## config.mk

```make
export PLATFORM = sky130hd
export DESIGN_NAME = rtdc_ctrl
export DESIGN_NICKNAME = d
export VERILOG_FILES = /design/src/common/rtdc_pkg.sv /design/src/verilog/rtdc_ctrl.sv
export SDC_FILE = /design/constraint.sdc
export NUM_CORES = 1
export LEC_CHECK = 0
export BUFFER_PORTS_ARGS = -buffer_cell sky130_fd_sc_hd__buf_2
export CAP_MARGIN = 40
export CORE_AREA = 5 5 42 44
export DETAILED_ROUTE_END_ITERATION = 10
export DIE_AREA = 0 0 47 49
export SYNTH_ARGS = -nofsm -noshare
export SYNTH_HDL_FRONTEND = slang
export SYNTH_SLANG_ARGS = --single-unit
```

## constraint.sdc

```tcl
create_clock -name I_CLK -period 2.07 [get_ports I_CLK]
set_input_delay 0.1035 -clock I_CLK [delete_from_list [all_inputs] [get_ports I_CLK]]
set_output_delay 0.1035 -clock I_CLK [all_outputs]
set_load 0.01 [all_outputs]
```

## src/common/rtdc_pkg.sv

```systemverilog
package rtdc_pkg;
  // mode codes as delivered by the host when it selects a transceiver mode
  localparam logic [7:0] MODE_FOUR_WIRE = 8'h80;  // 128
  localparam logic [7:0] MODE_TWO_ECHO  = 8'h81;  // 129
  localparam logic [7:0] MODE_TWO_TERM  = 8'h82;  // 130
  localparam logic [7:0] MODE_TWO_AUTO  = 8'h83;  // 131
  localparam int         MODE_W         = 8;

  // internal mode state, binary coded
  typedef enum logic [1:0] {
    RTDC_FOUR = 2'b00,
    RTDC_ECHO = 2'b01,
    RTDC_TERM = 2'b10,
    RTDC_AUTO = 2'b11
  } rtdc_mode_e;

  localparam rtdc_mode_e RESET_MODE = RTDC_FOUR;
endpackage

```

## src/verilog/rtdc_ctrl.sv

```systemverilog
`timescale 1ns/1ps
module rtdc_ctrl (
  input  wire logic                      I_CLK,                    // uart clock
  input  wire logic                      I_RESET,                  // async, active high
  input  wire logic [rtdc_pkg::MODE_W-1:0] I_MODE_CODE,            // configured mode code
  input  wire logic                      I_PORT_OPEN,              // pulse: port is opened
  input  wire logic                      I_TERMINAL_READY_N,       // uart terminal-ready, active low
  input  wire logic                      I_TRANSMIT_READY_STROBE_N, // uart transmit-ready, active low
  output logic                           O_DRIVER_EN,              // line driver enable
  output logic                           O_RECEIVER_EN,            // line receiver enable
  output logic [1:0]                     O_MODE                    // mode in force
);
  import rtdc_pkg::*;

  //////////////////////////////////////////////////////////////////////////////
  // overview
  // one mode register picks how the two transceiver enables are derived
  // four-wire: both enables held on, control lines ignored
  // echo: driver follows terminal-ready deasserted, receiver stays on
  // term: driver as echo, receiver is its exact opposite
  // auto: driver follows transmit-ready asserted, receiver opposite
  // the mode only moves on an open strobe carrying a known code
  // an unknown code is dropped silently; the old mode stays in force
  // both enables are registered so the pins never glitch while decoding
  // cost of that choice: one clock of lag after any control line change
  // the lag is far below one bit time, so the line is never cut short
  // software must still hold terminal-ready until the last stop bit leaves
  // the block cannot see the shifter, so it cannot guard that itself
  // the mode register and the enable flops share the one asynchronous reset
  // reset lands on four-wire, which is also the mode with no open at all

  //////////////////////////////////////////////////////////////////////////////
  // mode decode
  rtdc_mode_e mode_ff;          // mode in force
  rtdc_mode_e nxt_mode;         // mode picked up at open
  logic       code_valid;       // code is one of the four
  rtdc_mode_e code_mode;        // decoded code

  // unknown codes leave the current mode untouched rather than guessing
  assign code_valid = (I_MODE_CODE == MODE_FOUR_WIRE) || (I_MODE_CODE == MODE_TWO_ECHO) ||
                      (I_MODE_CODE == MODE_TWO_TERM) || (I_MODE_CODE == MODE_TWO_AUTO);
  assign code_mode  = (I_MODE_CODE == MODE_TWO_ECHO) ? RTDC_ECHO :
                      (I_MODE_CODE == MODE_TWO_TERM) ? RTDC_TERM :
                      (I_MODE_CODE == MODE_TWO_AUTO) ? RTDC_AUTO : RTDC_FOUR;
  assign nxt_mode   = (I_PORT_OPEN && code_valid) ? code_mode : mode_ff;

  // mode register, four-wire until something else is opened
  // only a valid open moves it; reset branch assigns the constant alone
  always_ff @(posedge I_CLK or posedge I_RESET) begin
    if (I_RESET) begin
      mode_ff <= RESET_MODE;
    end else begin
      mode_ff <= nxt_mode;
    end
  end

  //////////////////////////////////////////////////////////////////////////////
  // enable logic
  // control lines come from uart logic on this clock, so no synchroniser
  logic term_asserted;   // terminal-ready at logic zero
  logic strobe_asserted; // transmit-ready at logic zero
  logic nxt_driver_en;   // driver enable next
  logic nxt_receiver_en; // receiver enable next

  assign term_asserted   = ~I_TERMINAL_READY_N;
  assign strobe_asserted = ~I_TRANSMIT_READY_STROBE_N;

  // selection per mode; term and echo drive identically, only receiver differs
  always_comb begin
    case (mode_ff)
      RTDC_FOUR: begin
        nxt_driver_en   = 1'b1;
        nxt_receiver_en = 1'b1;
      end
      RTDC_ECHO: begin
        nxt_driver_en   = ~term_asserted;
        nxt_receiver_en = 1'b1;
      end
      RTDC_TERM: begin
        nxt_driver_en   = ~term_asserted;
        nxt_receiver_en = term_asserted;
      end
      RTDC_AUTO: begin
        nxt_driver_en   = strobe_asserted;
        nxt_receiver_en = ~strobe_asserted;
      end
      default: begin
        nxt_driver_en   = 1'b1;
        nxt_receiver_en = 1'b1;
      end
    endcase
  end

  // registered outputs: one clock of latency, never both directions in term or auto mode (echo keeps the receiver on while driving)
  always_ff @(posedge I_CLK or posedge I_RESET) begin
    if (I_RESET) begin
      O_DRIVER_EN   <= 1'b1;
      O_RECEIVER_EN <= 1'b1;
      O_MODE        <= RESET_MODE;
    end else begin
      O_DRIVER_EN   <= nxt_driver_en;
      O_RECEIVER_EN <= nxt_receiver_en;
      O_MODE        <= mode_ff;
    end
  end
endmodule

```

==> results.txt <==
The flow ran to the end, and the final reports show no timing, DRC or antenna violations. For the final-report hold violation count, the log shows 0. Launch instance of the worst register-to-register path: mode_ff[0]. The tools report the upper clock frequency limit as 864 MHz. The biggest area contributor in the post-synthesis netlist is dfrtp_1. For this run, the slowest stage of the critical path takes 0.38 ns. TritonCTS created 3 clock buffers.

Setup repair after global routing left no endpoint under its margin. The logs give 0.652 for the weighted congestion reported at the end of routability-driven placement and 275 um^2 for the post-synthesis cell area. Path type of the worst setup path: register to register. The kind of launch point of the worst setup path was a register.

The logs give 1 for the H-tree depth and 0.555 for the sequential-to-total area share from yosys stat. The tools report the footprint of the multi-input gates as 108 um^2. The run gives 0 as the number of max-cap violations.

The number of nets handed over by synthesis was 38. Along the worst path, the maximum fanout reaches 4. Once detailed placement completed, the half-perimeter wirelength came to 461 um. The cell area after placement was 375 um^2; the synthesized area per cell was 12.5 um^2. By area the synthesized netlist is led by dfrtp_1 36%, dfstp_2 19%, ha_1 14%.

After clock tree synthesis, the repair step resized 0 gates. In this run, synthesis produced a sequential element count of 6. The top-area cell type share of the netlist area came out at 0.364.

The die covers 2300 um^2. The starting density of the core came out at 0.196. For this block, the routed nets add up to 526 um of wire.

The worst hold-check slack was 0.0877 ns. Setup slack on the worst reg-to-reg path comes out at 0.91 ns. Global routing finished with a remaining overflow of 0. Number of antenna violations at the first check in global routing: 0. TritonCTS built the clock tree. The tools report the total global-route track usage as 0.0546. The startpoint of the lowest-slack hold path is I_MODE_CODE[1].

Summing all non-filler instances in the final layout gives an area of 412 um^2. After the last flow step, the layout net total stands at 60. Once layout is complete, the cells apart from fillers number 59.

The utilization of the core after routing was 0.294; the wire length of the first global-routing pass was 814 um. Pin placement for this block handled 17 I/O pins. The number of cells in the design after placement came out at 54. Clock tree synthesis selected as its root buffer the cell clkbuf_4. For the total number of yosys warnings, the log shows 0. The time the worst path needs with I/O delays and setup is 1.16 ns, and the width of the die is 47 um. The remaining number of nets flagged by the antenna check after routing is 0, and the share of cells above drive strength 1 is 0.558. The share of the clock period used by the worst path after layout came out at 0.559. The tools report the kind of capture point of the worst setup path as a register. From bottom edge to top edge, the die measures 49 um.

For the pin with the worst max-slew slack, the measured transition is 0.221 ns. The relative slew slack is 0.853. The logs give 0.00978 ns for the final setup skew and 2 for the total iterations of the first detailed-routing run. The logs give 0 for the antenna diode count and 0 for the max-slew violation count. The worst endpoint required time is 2.23 ns, and the sequential cell area is 153 um^2. The number of buffers and inverters on the critical path came out at 1. The kind of cell with the highest combined delay along the critical path is flip-flops. The run gives 200 as the number of global-route vias before repair. The clock reaches the later pin of the worst-skew pair after 0.25 ns. Using the TritonRoute via totals, the vias-per-cell ratio works out to 3.85. The count of port buffers added during placement is 16, and the maximum number of pins on one net before global-route repair is 7.

The CTS sink count is 6. For this block, the initial DRC count from the detailed router was 2. The areal power density over the cells came out at 795 nW/um^2.

After clock tree synthesis, the clock-pin slew on the worst setup and hold paths is 0.05 ns. The analysis attributes to cell leakage a power of 0.218 nW. Counting every instance in the synthesized netlist gives 22. Relative to the synthesized area, the layout overhead comes to 49.5%. In this run, distinct cell masters in the synthesized netlist total 12. Tracing the worst setup path back leads to its startpoint at mode_ff[0]. The slowest stage of the critical path is the dfrtp_1 cell. After floorplanning, the core was divided into 14 placement rows. Setup violations remaining at the end of the flow were counted as 0. Count of vias placed by the detailed router: 227.

The total negative slack for setup checks is 0 ns, and the standard cell core area is 1400 um^2. The run gives 0 as the DRC violations left. The layout has 159 filler cells.

The data arrival time of the critical path is 1.32 ns, and the deepest clock path buffer count is 2. The routed length per instance came out at 8.92 um. The signal on the critical path passes through inv_1, ha_1, a221o_1.

The maximum vdd ir drop came out at 0.000246 V. The worst hold path belongs to the class input port to register.
## logic make-up after synthesis
group / share of synthesized area
flip-flops: 0.555
buffers and inverters: 0.0545
AND/OR/NAND/NOR: 0.100
AO/OA/AOI/OAI: 0.0727
adder cells (fa/ha/maj): 0.136
multiplexers: 0.0818
## stage by stage
step           worst slack [ns]  power (mW)
4_1_cts                   0.907       0.335
5_1_grt                   0.847       0.355
3_3_place_gp              0.970       0.209
6_report                  0.912       0.327
2_1_floorplan             0.996       0.182
3_5_place_dp              0.921       0.213
## routing by layer
metal,track usage,part of all wire,vias to the layer above
met3,0.0590,0.15,0
met2,0.0701,0.52,12
met5,0,0,-
met1,0.0538,0.33,100
met4,0.0276,0,0
li1,-,-,115
## layout by cell type (no fill, tap or decap)
| cell | instances |
|---|---|
| a21oi_1 | 1 |
| a221o_1 | 1 |
| and4bb_2 | 1 |
| buf_2 | 16 |
| clkbuf_1 | 1 |
| clkbuf_4 | 3 |
| dfrtp_1 | 4 |
| dfstp_2 | 2 |
| dlygate4sd3_1 | 1 |
| ha_1 | 3 |
| inv_1 | 4 |
| mux2_2 | 2 |
| nand2_1 | 1 |
| nor2b_1 | 1 |
| nor3_1 | 1 |
| o21ai_0 | 1 |
## cells in the mapped netlist
library cell / n
a21oi_1: 1
a221o_1: 1
and4bb_2: 1
dfrtp_1: 4
dfstp_2: 2
ha_1: 3
inv_1: 4
mux2_2: 2
nand2_1: 1
nor2b_1: 1
nor3_1: 1
o21ai_0: 1
## repair_timing
item	in CTS	in global routing
buffers inserted	0	0
endpoints found under the hold margin	4	0
hold buffers	1	0
## worst paths after layout
| check | end | depth (start not counted) |
|---|---|---|
| setup / recovery | O_DRIVER_EN | 3 |
| hold / removal | mode_ff[1] | 2 |
| setup reg to reg | O_DRIVER_EN | 3 |
| hold reg to reg | O_MODE[0] | 0 |
| max in group asynchronous | O_DRIVER_EN | 3 |
| min in group asynchronous | O_MODE[0] | 3 |
## registers in the layout (all words and copies together) (netlist names)
signal / flops
O_DRIVER_EN: 1
O_RECEIVER_EN: 1
O_MODE: 2
mode_ff: 2
## area by class of cell
type,instances,area share
repair buffers,17,0.219
clock buffers,4,0.0638
multi-input cells,12,0.261
inverters,4,0.0365
well taps,16,0.0486
flip-flops and latches,6,0.371
## power by group
group          internal [mW]  total (mW)  switching (mW)  leakage [nW]
Clock                 0.0731       0.117          0.0437        0.0150
Sequential             0.141       0.149         0.00791        0.0743
Combinational         0.0332      0.0619          0.0286         0.129
Power figures use the tool's default switching activity.
